===== src/rtl/event_flag_pkg.sv =====
package event_flag_pkg;

    // =========================================================
    // Register map
    // =========================================================
    localparam logic [7:0] ADDR_CHAN_A_COMM_CODE = 8'h02;
    localparam logic [7:0] ADDR_CHAN_B_COMM_CODE = 8'h03;
    localparam logic [7:0] ADDR_LINK_EVENT_FLAGS = 8'h05;
    localparam logic [7:0] ADDR_POWER_COMMAND_EVENT_FLAGS = 8'h06;
    localparam logic [7:0] ADDR_RESISTIVE_MEASURE_FLAGS = 8'h07;
    localparam logic [7:0] ADDR_SERIAL_MODE_EVENT_FLAGS = 8'h08;
    localparam logic [7:0] ADDR_LINK_EVENT_MASK = 8'h09;
    localparam logic [7:0] ADDR_POWER_COMMAND_EVENT_MASK = 8'h0a;
    localparam logic [7:0] ADDR_RESISTIVE_MEASURE_MASK = 8'h0b;
    localparam logic [7:0] ADDR_SERIAL_MODE_EVENT_MASK = 8'h0c;

    // =========================================================
    // Reset values
    // =========================================================
    localparam logic [7:0] RST_LINK_EVENT_FLAGS = 8'h80;
    localparam logic [7:0] RST_POWER_COMMAND_EVENT_FLAGS = 8'h00;
    localparam logic [7:0] RST_RESISTIVE_MEASURE_FLAGS = 8'h00;
    localparam logic [7:0] RST_SERIAL_MODE_EVENT_FLAGS = 8'h00;
    localparam logic [7:0] RST_MASK = 8'h00;
    localparam logic [7:0] RST_COMM_CODE = 8'h00;
    localparam logic [7:0] READ_UNMAPPED = 8'h00;

    // Implemented bits per register; the rest read as zero
    localparam logic [7:0] IMPL_LINK_EVENT = 8'hff;
    localparam logic [7:0] IMPL_POWER_COMMAND = 8'hff;
    localparam logic [7:0] IMPL_RESISTIVE_MEASURE = 8'h0f;
    localparam logic [7:0] IMPL_SERIAL_MODE = 8'h3f;

    // =========================================================
    // Field positions
    // =========================================================
    localparam int BIT_INTERFACE_READY = 7;
    localparam int BIT_CHAN_A_CONNECT = 6;
    localparam int BIT_CHAN_B_CONNECT = 5;
    localparam int BIT_CHAN_A_IDLE = 4;
    localparam int BIT_CHAN_B_IDLE = 3;
    localparam int BIT_WETNESS_DONE = 2;
    localparam int BIT_CHAN_B_WETNESS = 1;
    localparam int BIT_CHAN_A_WETNESS = 0;

    localparam int BIT_UNDERVOLTAGE_LOCKOUT = 7;
    localparam int BIT_CONVERTER_FAULT = 6;
    localparam int BIT_THERMAL_FAULT = 5;
    localparam int BIT_NEW_DATA = 4;
    localparam int BIT_CHAN_B_COMMAND_COMPLETE = 3;
    localparam int BIT_CHAN_A_COMMAND_COMPLETE = 2;
    localparam int BIT_CHAN_B_COMMAND_FAILURE = 1;
    localparam int BIT_CHAN_A_COMMAND_FAILURE = 0;

    localparam int BIT_WETNESS_VALID = 3;
    localparam int BIT_RES_ABORT = 2;
    localparam int BIT_RES_OPEN = 1;
    localparam int BIT_RES_GROUND = 0;

    localparam int BIT_CHAN_B_SERIAL_TIMEOUT = 5;
    localparam int BIT_CHAN_B_SERIAL_FAIL = 4;
    localparam int BIT_CHAN_B_SERIAL_TRANSITION = 3;
    localparam int BIT_CHAN_A_SERIAL_TIMEOUT = 2;
    localparam int BIT_CHAN_A_SERIAL_FAIL = 1;
    localparam int BIT_CHAN_A_SERIAL_TRANSITION = 0;

    // =========================================================
    // Watched status levels, index and reset value
    // =========================================================
    localparam int LVL_COUNT = 12;
    localparam int LVL_INTERFACE_READY = 0;
    localparam int LVL_CHAN_A_CONNECT = 1;
    localparam int LVL_CHAN_B_CONNECT = 2;
    localparam int LVL_CHAN_A_IDLE = 3;
    localparam int LVL_CHAN_B_IDLE = 4;
    localparam int LVL_CHAN_A_WETNESS = 5;
    localparam int LVL_CHAN_B_WETNESS = 6;
    localparam int LVL_UNDERVOLTAGE_LOCKOUT = 7;
    localparam int LVL_CONVERTER_FAULT = 8;
    localparam int LVL_THERMAL_FAULT = 9;
    localparam int LVL_CHAN_A_SERIAL_MODE = 10;
    localparam int LVL_CHAN_B_SERIAL_MODE = 11;
    localparam logic [11:0] RST_LEVELS = 12'h001;

endpackage


===== src/rtl/event_flag_bank.sv =====
module event_flag_bank #(
    parameter int WIDTH = 8,
    parameter logic [WIDTH-1:0] RESET_VALUE = '0,
    parameter logic [WIDTH-1:0] IMPL_BITS = '1
) (
    input wire logic core_clk,
    input wire logic sys_rst,
    input wire logic [WIDTH-1:0] set_evt,
    input wire logic wr_en,
    input wire logic [WIDTH-1:0] wr_data,
    output logic [WIDTH-1:0] flag_ff
);

    // =========================================================
    // Sticky flags
    // =========================================================
    logic [WIDTH-1:0] nxt_flag;
    logic [WIDTH-1:0] keep_mask;

    // Writing zero clears a bit, writing one leaves it; a set wins
    always_comb begin
        keep_mask = wr_en ? wr_data : {WIDTH{1'b1}};
        nxt_flag = ((flag_ff & keep_mask) | set_evt) & IMPL_BITS;
    end

    always_ff @(posedge core_clk or posedge sys_rst) begin
        if (sys_rst) begin
            flag_ff <= RESET_VALUE & IMPL_BITS;
        end else begin
            flag_ff <= nxt_flag;
        end
    end

endmodule


===== src/rtl/event_flag_registers.sv =====
// What this block does
// Interface-ready flag bit 7 of first register resets to one, sets on ready change.
// Channel A connect flag, first register bit 6, sets on any connect change.
// Channel B connect flag, first register bit 5, sets on any connect change.
// Channel A idle flag, first register bit 4, sets on idle change.
// Channel B idle flag, first register bit 3, sets on idle change.
// Wetness-done flag, first register bit 2, sets when a measurement finishes.
// Channel B wetness flag, first register bit 1, sets on wetness change.
// Channel A wetness flag, first register bit 0, sets on wetness change.
// Second register bit 7 sets on undervoltage lockout change.
// Second register bit 6 sets on converter fault change.
// Second register bit 5 sets on thermal fault change.
// New-data flag, second register bit 4, sets when fresh data is stored.
// Command complete flags, bits 3 and 2, set on completion per channel.
// Command failure flags, bits 1 and 0, set on error per channel.
// Third register bit 3 sets on a valid wetness result.
// Third register bit 2 sets on an abort resistive result.
// Third register bit 1 sets on an open resistive result.
// Third register bit 0 sets on a ground resistive result.
// Fourth register bits 5 and 2 set on serial-mode timeout per channel.
// Fourth register bits 4 and 1 set on serial-mode entry failure.
// Fourth register bits 3 and 0 set on serial-mode entry or exit.
// Each flag has a same-position mask bit; zero blocks, one passes.
// Channel communication code is valid only after its complete or failure flag.
// One registered interrupt output, high from the cycle after any flag and its mask are both set.
// Flags stay set until the host writes zero to them.
module event_flag_registers (
    input wire logic core_clk,
    input wire logic sys_rst,
    input wire logic [7:0] reg_addr,
    input wire logic reg_wr_en,
    input wire logic [7:0] reg_wdata,
    input wire logic reg_rd_en,
    output logic [7:0] reg_rdata,
    output logic irq_req,
    input wire logic interface_ready_state,
    input wire logic chan_a_connect_state,
    input wire logic chan_b_connect_state,
    input wire logic chan_a_idle_state,
    input wire logic chan_b_idle_state,
    input wire logic wetness_done_pulse,
    input wire logic chan_a_wetness_state,
    input wire logic chan_b_wetness_state,
    input wire logic undervoltage_lockout_state,
    input wire logic converter_fault_state,
    input wire logic thermal_fault_state,
    input wire logic new_data_pulse,
    input wire logic chan_a_command_complete,
    input wire logic chan_b_command_complete,
    input wire logic chan_a_command_failure,
    input wire logic chan_b_command_failure,
    input wire logic [7:0] chan_a_comm_code,
    input wire logic [7:0] chan_b_comm_code,
    input wire logic wetness_valid_pulse,
    input wire logic res_abort_pulse,
    input wire logic res_open_pulse,
    input wire logic res_ground_pulse,
    input wire logic chan_a_serial_timeout,
    input wire logic chan_b_serial_timeout,
    input wire logic chan_a_serial_fail,
    input wire logic chan_b_serial_fail,
    input wire logic chan_a_serial_mode_state,
    input wire logic chan_b_serial_mode_state
);

    // =========================================================
    // Declarations
    // =========================================================
    logic [event_flag_pkg::LVL_COUNT-1:0] level_now;
    logic [event_flag_pkg::LVL_COUNT-1:0] level_prev_ff;
    logic [event_flag_pkg::LVL_COUNT-1:0] level_change;

    logic [7:0] link_set;
    logic [7:0] power_set;
    logic [7:0] resist_set;
    logic [7:0] serial_set;

    logic link_wr;
    logic power_wr;
    logic resist_wr;
    logic serial_wr;

    logic [7:0] link_event_flags;
    logic [7:0] power_command_event_flags;
    logic [7:0] resistive_measure_flags;
    logic [7:0] serial_mode_event_flags;

    logic [7:0] link_mask_ff;
    logic [7:0] power_mask_ff;
    logic [7:0] resist_mask_ff;
    logic [7:0] serial_mask_ff;

    logic [7:0] chan_a_code_ff;
    logic [7:0] chan_b_code_ff;

    logic [7:0] nxt_rdata;
    logic nxt_irq;

    // Write strobe for one address
    function automatic logic wr_hit(input logic [7:0] addr, input logic [7:0] target,
                                    input logic en);
        wr_hit = en && (addr == target);
    endfunction

    // =========================================================
    // Status change detection
    // =========================================================
    always_comb begin
        level_now = '0;
        level_now[event_flag_pkg::LVL_INTERFACE_READY] = interface_ready_state;
        level_now[event_flag_pkg::LVL_CHAN_A_CONNECT] = chan_a_connect_state;
        level_now[event_flag_pkg::LVL_CHAN_B_CONNECT] = chan_b_connect_state;
        level_now[event_flag_pkg::LVL_CHAN_A_IDLE] = chan_a_idle_state;
        level_now[event_flag_pkg::LVL_CHAN_B_IDLE] = chan_b_idle_state;
        level_now[event_flag_pkg::LVL_CHAN_A_WETNESS] = chan_a_wetness_state;
        level_now[event_flag_pkg::LVL_CHAN_B_WETNESS] = chan_b_wetness_state;
        level_now[event_flag_pkg::LVL_UNDERVOLTAGE_LOCKOUT] = undervoltage_lockout_state;
        level_now[event_flag_pkg::LVL_CONVERTER_FAULT] = converter_fault_state;
        level_now[event_flag_pkg::LVL_THERMAL_FAULT] = thermal_fault_state;
        level_now[event_flag_pkg::LVL_CHAN_A_SERIAL_MODE] = chan_a_serial_mode_state;
        level_now[event_flag_pkg::LVL_CHAN_B_SERIAL_MODE] = chan_b_serial_mode_state;
    end

    always_ff @(posedge core_clk or posedge sys_rst) begin
        if (sys_rst) begin
            level_prev_ff <= event_flag_pkg::RST_LEVELS;
        end else begin
            level_prev_ff <= level_now;
        end
    end

    // Either direction of a level counts as a change
    assign level_change = level_now ^ level_prev_ff;

    // =========================================================
    // Set vectors
    // =========================================================
    always_comb begin
        link_set = '0;
        link_set[event_flag_pkg::BIT_INTERFACE_READY] =
            level_change[event_flag_pkg::LVL_INTERFACE_READY];
        link_set[event_flag_pkg::BIT_CHAN_A_CONNECT] =
            level_change[event_flag_pkg::LVL_CHAN_A_CONNECT];
        link_set[event_flag_pkg::BIT_CHAN_B_CONNECT] =
            level_change[event_flag_pkg::LVL_CHAN_B_CONNECT];
        link_set[event_flag_pkg::BIT_CHAN_A_IDLE] =
            level_change[event_flag_pkg::LVL_CHAN_A_IDLE];
        link_set[event_flag_pkg::BIT_CHAN_B_IDLE] =
            level_change[event_flag_pkg::LVL_CHAN_B_IDLE];
        link_set[event_flag_pkg::BIT_WETNESS_DONE] = wetness_done_pulse;
        link_set[event_flag_pkg::BIT_CHAN_B_WETNESS] =
            level_change[event_flag_pkg::LVL_CHAN_B_WETNESS];
        link_set[event_flag_pkg::BIT_CHAN_A_WETNESS] =
            level_change[event_flag_pkg::LVL_CHAN_A_WETNESS];
    end

    always_comb begin
        power_set = '0;
        power_set[event_flag_pkg::BIT_UNDERVOLTAGE_LOCKOUT] =
            level_change[event_flag_pkg::LVL_UNDERVOLTAGE_LOCKOUT];
        power_set[event_flag_pkg::BIT_CONVERTER_FAULT] =
            level_change[event_flag_pkg::LVL_CONVERTER_FAULT];
        power_set[event_flag_pkg::BIT_THERMAL_FAULT] =
            level_change[event_flag_pkg::LVL_THERMAL_FAULT];
        power_set[event_flag_pkg::BIT_NEW_DATA] = new_data_pulse;
        power_set[event_flag_pkg::BIT_CHAN_B_COMMAND_COMPLETE] = chan_b_command_complete;
        power_set[event_flag_pkg::BIT_CHAN_A_COMMAND_COMPLETE] = chan_a_command_complete;
        power_set[event_flag_pkg::BIT_CHAN_B_COMMAND_FAILURE] = chan_b_command_failure;
        power_set[event_flag_pkg::BIT_CHAN_A_COMMAND_FAILURE] = chan_a_command_failure;
    end

    always_comb begin
        resist_set = '0;
        resist_set[event_flag_pkg::BIT_WETNESS_VALID] = wetness_valid_pulse;
        resist_set[event_flag_pkg::BIT_RES_ABORT] = res_abort_pulse;
        resist_set[event_flag_pkg::BIT_RES_OPEN] = res_open_pulse;
        resist_set[event_flag_pkg::BIT_RES_GROUND] = res_ground_pulse;
    end

    always_comb begin
        serial_set = '0;
        serial_set[event_flag_pkg::BIT_CHAN_B_SERIAL_TIMEOUT] = chan_b_serial_timeout;
        serial_set[event_flag_pkg::BIT_CHAN_A_SERIAL_TIMEOUT] = chan_a_serial_timeout;
        serial_set[event_flag_pkg::BIT_CHAN_B_SERIAL_FAIL] = chan_b_serial_fail;
        serial_set[event_flag_pkg::BIT_CHAN_A_SERIAL_FAIL] = chan_a_serial_fail;
        serial_set[event_flag_pkg::BIT_CHAN_B_SERIAL_TRANSITION] =
            level_change[event_flag_pkg::LVL_CHAN_B_SERIAL_MODE];
        serial_set[event_flag_pkg::BIT_CHAN_A_SERIAL_TRANSITION] =
            level_change[event_flag_pkg::LVL_CHAN_A_SERIAL_MODE];
    end

    // =========================================================
    // Flag registers
    // =========================================================
    assign link_wr = wr_hit(reg_addr, event_flag_pkg::ADDR_LINK_EVENT_FLAGS, reg_wr_en);
    assign power_wr = wr_hit(reg_addr, event_flag_pkg::ADDR_POWER_COMMAND_EVENT_FLAGS,
                             reg_wr_en);
    assign resist_wr = wr_hit(reg_addr, event_flag_pkg::ADDR_RESISTIVE_MEASURE_FLAGS,
                              reg_wr_en);
    assign serial_wr = wr_hit(reg_addr, event_flag_pkg::ADDR_SERIAL_MODE_EVENT_FLAGS,
                              reg_wr_en);

    event_flag_bank #(
        .WIDTH(8),
        .RESET_VALUE(event_flag_pkg::RST_LINK_EVENT_FLAGS),
        .IMPL_BITS(event_flag_pkg::IMPL_LINK_EVENT)
    ) u_link_event_flags (
        .core_clk(core_clk),
        .sys_rst(sys_rst),
        .set_evt(link_set),
        .wr_en(link_wr),
        .wr_data(reg_wdata),
        .flag_ff(link_event_flags)
    );

    event_flag_bank #(
        .WIDTH(8),
        .RESET_VALUE(event_flag_pkg::RST_POWER_COMMAND_EVENT_FLAGS),
        .IMPL_BITS(event_flag_pkg::IMPL_POWER_COMMAND)
    ) u_power_command_event_flags (
        .core_clk(core_clk),
        .sys_rst(sys_rst),
        .set_evt(power_set),
        .wr_en(power_wr),
        .wr_data(reg_wdata),
        .flag_ff(power_command_event_flags)
    );

    event_flag_bank #(
        .WIDTH(8),
        .RESET_VALUE(event_flag_pkg::RST_RESISTIVE_MEASURE_FLAGS),
        .IMPL_BITS(event_flag_pkg::IMPL_RESISTIVE_MEASURE)
    ) u_resistive_measure_flags (
        .core_clk(core_clk),
        .sys_rst(sys_rst),
        .set_evt(resist_set),
        .wr_en(resist_wr),
        .wr_data(reg_wdata),
        .flag_ff(resistive_measure_flags)
    );

    event_flag_bank #(
        .WIDTH(8),
        .RESET_VALUE(event_flag_pkg::RST_SERIAL_MODE_EVENT_FLAGS),
        .IMPL_BITS(event_flag_pkg::IMPL_SERIAL_MODE)
    ) u_serial_mode_event_flags (
        .core_clk(core_clk),
        .sys_rst(sys_rst),
        .set_evt(serial_set),
        .wr_en(serial_wr),
        .wr_data(reg_wdata),
        .flag_ff(serial_mode_event_flags)
    );

    // =========================================================
    // Mask registers
    // =========================================================
    always_ff @(posedge core_clk or posedge sys_rst) begin
        if (sys_rst) begin
            link_mask_ff <= event_flag_pkg::RST_MASK;
            power_mask_ff <= event_flag_pkg::RST_MASK;
            resist_mask_ff <= event_flag_pkg::RST_MASK;
            serial_mask_ff <= event_flag_pkg::RST_MASK;
        end else begin
            if (wr_hit(reg_addr, event_flag_pkg::ADDR_LINK_EVENT_MASK, reg_wr_en)) begin
                link_mask_ff <= reg_wdata & event_flag_pkg::IMPL_LINK_EVENT;
            end
            if (wr_hit(reg_addr, event_flag_pkg::ADDR_POWER_COMMAND_EVENT_MASK,
                       reg_wr_en)) begin
                power_mask_ff <= reg_wdata & event_flag_pkg::IMPL_POWER_COMMAND;
            end
            if (wr_hit(reg_addr, event_flag_pkg::ADDR_RESISTIVE_MEASURE_MASK,
                       reg_wr_en)) begin
                resist_mask_ff <= reg_wdata & event_flag_pkg::IMPL_RESISTIVE_MEASURE;
            end
            if (wr_hit(reg_addr, event_flag_pkg::ADDR_SERIAL_MODE_EVENT_MASK,
                       reg_wr_en)) begin
                serial_mask_ff <= reg_wdata & event_flag_pkg::IMPL_SERIAL_MODE;
            end
        end
    end

    // =========================================================
    // Communication codes
    // =========================================================
    // Captured with the flag; the code then holds until the channel's next complete or failure
    always_ff @(posedge core_clk or posedge sys_rst) begin
        if (sys_rst) begin
            chan_a_code_ff <= event_flag_pkg::RST_COMM_CODE;
            chan_b_code_ff <= event_flag_pkg::RST_COMM_CODE;
        end else begin
            if (chan_a_command_complete || chan_a_command_failure) begin
                chan_a_code_ff <= chan_a_comm_code;
            end
            if (chan_b_command_complete || chan_b_command_failure) begin
                chan_b_code_ff <= chan_b_comm_code;
            end
        end
    end

    // =========================================================
    // Interrupt request
    // =========================================================
    assign nxt_irq = |(link_event_flags & link_mask_ff)
        || |(power_command_event_flags & power_mask_ff)
        || |(resistive_measure_flags & resist_mask_ff)
        || |(serial_mode_event_flags & serial_mask_ff);

    always_ff @(posedge core_clk or posedge sys_rst) begin
        if (sys_rst) begin
            irq_req <= 1'b0;
        end else begin
            irq_req <= nxt_irq;
        end
    end

    // =========================================================
    // Read port
    // =========================================================
    always_comb begin
        case (reg_addr)
            event_flag_pkg::ADDR_CHAN_A_COMM_CODE: nxt_rdata = chan_a_code_ff;
            event_flag_pkg::ADDR_CHAN_B_COMM_CODE: nxt_rdata = chan_b_code_ff;
            event_flag_pkg::ADDR_LINK_EVENT_FLAGS: nxt_rdata = link_event_flags;
            event_flag_pkg::ADDR_POWER_COMMAND_EVENT_FLAGS: nxt_rdata = power_command_event_flags;
            event_flag_pkg::ADDR_RESISTIVE_MEASURE_FLAGS: nxt_rdata = resistive_measure_flags;
            event_flag_pkg::ADDR_SERIAL_MODE_EVENT_FLAGS: nxt_rdata = serial_mode_event_flags;
            event_flag_pkg::ADDR_LINK_EVENT_MASK: nxt_rdata = link_mask_ff;
            event_flag_pkg::ADDR_POWER_COMMAND_EVENT_MASK: nxt_rdata = power_mask_ff;
            event_flag_pkg::ADDR_RESISTIVE_MEASURE_MASK: nxt_rdata = resist_mask_ff;
            event_flag_pkg::ADDR_SERIAL_MODE_EVENT_MASK: nxt_rdata = serial_mask_ff;
            default: nxt_rdata = event_flag_pkg::READ_UNMAPPED;
        endcase
    end

    // Read data holds until the next read
    always_ff @(posedge core_clk or posedge sys_rst) begin
        if (sys_rst) begin
            reg_rdata <= event_flag_pkg::READ_UNMAPPED;
        end else if (reg_rd_en) begin
            reg_rdata <= nxt_rdata;
        end
    end

endmodule


===== config.mk =====
export PLATFORM = sky130hd
export DESIGN_NAME = event_flag_registers
export DESIGN_NICKNAME = d
export VERILOG_FILES = /design/src/rtl/event_flag_pkg.sv /design/src/rtl/event_flag_bank.sv /design/src/rtl/event_flag_registers.sv
export SDC_FILE = /design/constraint.sdc
export NUM_CORES = 1
export LEC_CHECK = 0
export ABC_AREA = 0
export BUFFER_PORTS_ARGS = -buffer_cell sky130_fd_sc_hd__clkbuf_2
export CORE_MARGIN = 10
export CORE_UTILIZATION = 39
export DETAILED_ROUTE_END_ITERATION = 7
export PLACE_DENSITY = 0.65
export SLEW_MARGIN = 15
export SYNTH_ARGS = -nofsm -noshare
export SYNTH_HDL_FRONTEND = slang
export SYNTH_HIERARCHICAL = 1
export SYNTH_SLANG_ARGS = --single-unit

===== constraint.sdc =====
create_clock -name core_clk -period 3.6 [get_ports core_clk]
set_clock_uncertainty 0.05 [all_clocks]
set_input_delay 0.36 -clock core_clk [delete_from_list [all_inputs] [get_ports core_clk]]
set_output_delay 0.36 -clock core_clk [all_outputs]
set_load 0.02 [all_outputs]

==> flow_summary.json <==
{
  "critical-path-max-stage-delay_ps": 620,
  "cap_violations": 0,
  "dp_hpwl_um": 9080,
  "start_kind": "input port",
  "num_rows": 38,
  "grt_pass1_wl_um": 18900,
  "cts_root_buffer": "clkbuf_8",
  "syn2layout_area_growth_pct": 15.7,
  "finalNetCount": 484,
  "fin_hold_ws_ps": 48.9,
  "io-pin-count": 71,
  "post_cts_buffers": 0,
  "dp.cells": 550,
  "powerDensity_nw_per_um2": 413,
  "arrival_ps": 2210,
  "worstMarginPinSlew_ps": 845,
  "worstSetupEndpointType": "flip-flop",
  "fin_crit_ps": 2000,
  "drc": 0,
  "num_vias": 3119,
  "slowest_stage": "o2111ai_1",
  "rsz0062_at_grt": "false",
  "drt-total-wl_um": 11800,
  "routed_via_density": 5.51,
  "synth_cells": 350,
  "setup_tns_ps": 0,
  "outcome": "completed",
  "yosysWarnings": 6,
  "final_antenna_net_count": 0,
  "cp_max_fo": 29,
  "required_ps": 3810,
  "antenna_found_initial": 0,
  "insertion_delay_ps": 360,
  "syn_area_per_cell_um2": 12.3,
  "die_w_um": 125,
  "rr_worst_depth": 4,
  "clk_pin_slew_ps": 90,
  "cts.sinks": 89,
  "hold_viol": 0,
  "fin_util": 0.459,
  "cp_cell_sequence": "clkbuf_2, nor2_1, o2111ai_1, nor4_1, a311o_2",
  "hold_class": "in -> reg",
  "fmax_ghz": 0.499,
  "cts_buffers": 9,
  "gp_congestion": 0.931,
  "netlist_area_um2": 4300,
  "die_h_um": 125,
  "grtUsageMet1": 0.199,
  "p_leak_nw": 2.17,
  "grt_overflow": 0,
  "busiest_layer": "met2",
  "drv_slew": 0,
  "die_area_um2": 15600,
  "drt_first_iter_violations": 234,
  "fin_cells": 566,
  "grt_max_degree": 34,
  "finalSetupViolCount": 0,
  "drt_first_pass_iters": 4,
  "grt_pass1_vias": 3374,
  "critPathKind": "in -> reg",
  "initial_core_util": 0.397,
  "routedWlPerCell_um": 20.8,
  "ir_drop_uv": 244,
  "crit_buf_inv": 1,
  "cp_num_cells": 5,
  "relSlewSlack": 0.434,
  "min_path_cells": 1,
  "track_usage": 0.150,
  "met2_usage": 0.235,
  "final_cell_mix": "dfrtp_1, clkbuf_2, mux2_2",
  "htree_levels": 3,
  "cts_buffer_depth": 2,
  "drive_gt1_frac": 0.340,
  "final_common_cell": "dfrtp_1",
  "antenna_cells": 0,
  "cts_resized": 0,
  "core_area_um2": 10800,
  "cts_tree": "yes",
  "grt_util_met3": 0.0363,
  "final.period_utilization": 0.556,
  "io_buffers": 70,
  "path_delay_family": "compound AO/OA/AOI/OAI gates"
}
registers in the layout, summed over array words and instances, names as in the netlist:
| signal | count |
|---|---|
| chan_a_code_ff | 8 |
| chan_b_code_ff | 8 |
| irq_req | 1 |
| level_prev_ff | 12 |
| link_mask_ff | 8 |
| power_mask_ff | 8 |
| reg_rdata | 8 |
| resist_mask_ff | 4 |
| serial_mask_ff | 6 |
| u_link_event_flags/flag_ff | 8 |
| u_power_command_event_flags/flag_ff | 8 |
| u_resistive_measure_flags/flag_ff | 4 |
| u_serial_mode_event_flags/flag_ff | 6 |
metal layers:
metal,wire [um],share of wire,vias up
li1,-,-,1426
met1,5280,0.45,1549
met2,5510,0.47,130
met3,821,0.070,14
met4,156,0.013,0
met5,0,0,-
per-stage QoR:
| step | area [um2] | setup slack [ps] | total power (W) |
|---|---|---|---|
| floorplan | 4320 | 1620 | 0.00123 |
| global placement | 4760 | 1360 | 0.00132 |
| detailed placement | 4760 | 1270 | 0.00133 |
| CTS | 4980 | 1680 | 0.00208 |
| global route | 4980 | 1520 | 0.00214 |
| finish | 4980 | 1600 | 0.00205 |
worst paths after layout:
| check | startpoint | end | slack (ps) |
|---|---|---|---|
| worst max register to register | power_mask_ff[5] | reg_rdata[5] | 1940 |
| worst min-delay path | interface_ready_state | level_prev_ff[0] | 50 |
| min in group asynchronous | sys_rst | u_resistive_measure_flags/flag_ff[2] | 430 |
| worst max-delay path | reg_addr[1] | reg_rdata[5] | 1600 |
| max in group asynchronous | sys_rst | power_mask_ff[0] | 1980 |
| worst min register to register | reg_rdata[3] | reg_rdata[3] | 450 |
final cells by class:
class | instances | area (um2)
fill | 1058 | 5860
sequential | 89 | 2230
multi-input combinational | 237 | 1940
timing repair buffer | 74 | 383
tap | 140 | 175
clock buffer | 12 | 145
clock inverter | 3 | 65.1
inverter | 11 | 41.3
repair_timing:
item | 4_1_cts | 5_1_grt
hold buffers | 1 | 0
endpoints found under the hold margin | 25 | 0
setup endpoints to repair | 0 | 0
where the power goes:
group / leakage, nW / switching [W] / internal (W)
Clock: 0.106 / 0.000340 / 0.000406
Sequential: 1.04 / 0.0000273 / 0.00104
Combinational: 1.03 / 0.000133 / 0.000108
Total: 2.17 / 0.000500 / 0.00155
(Power assumes the default switching activity.)
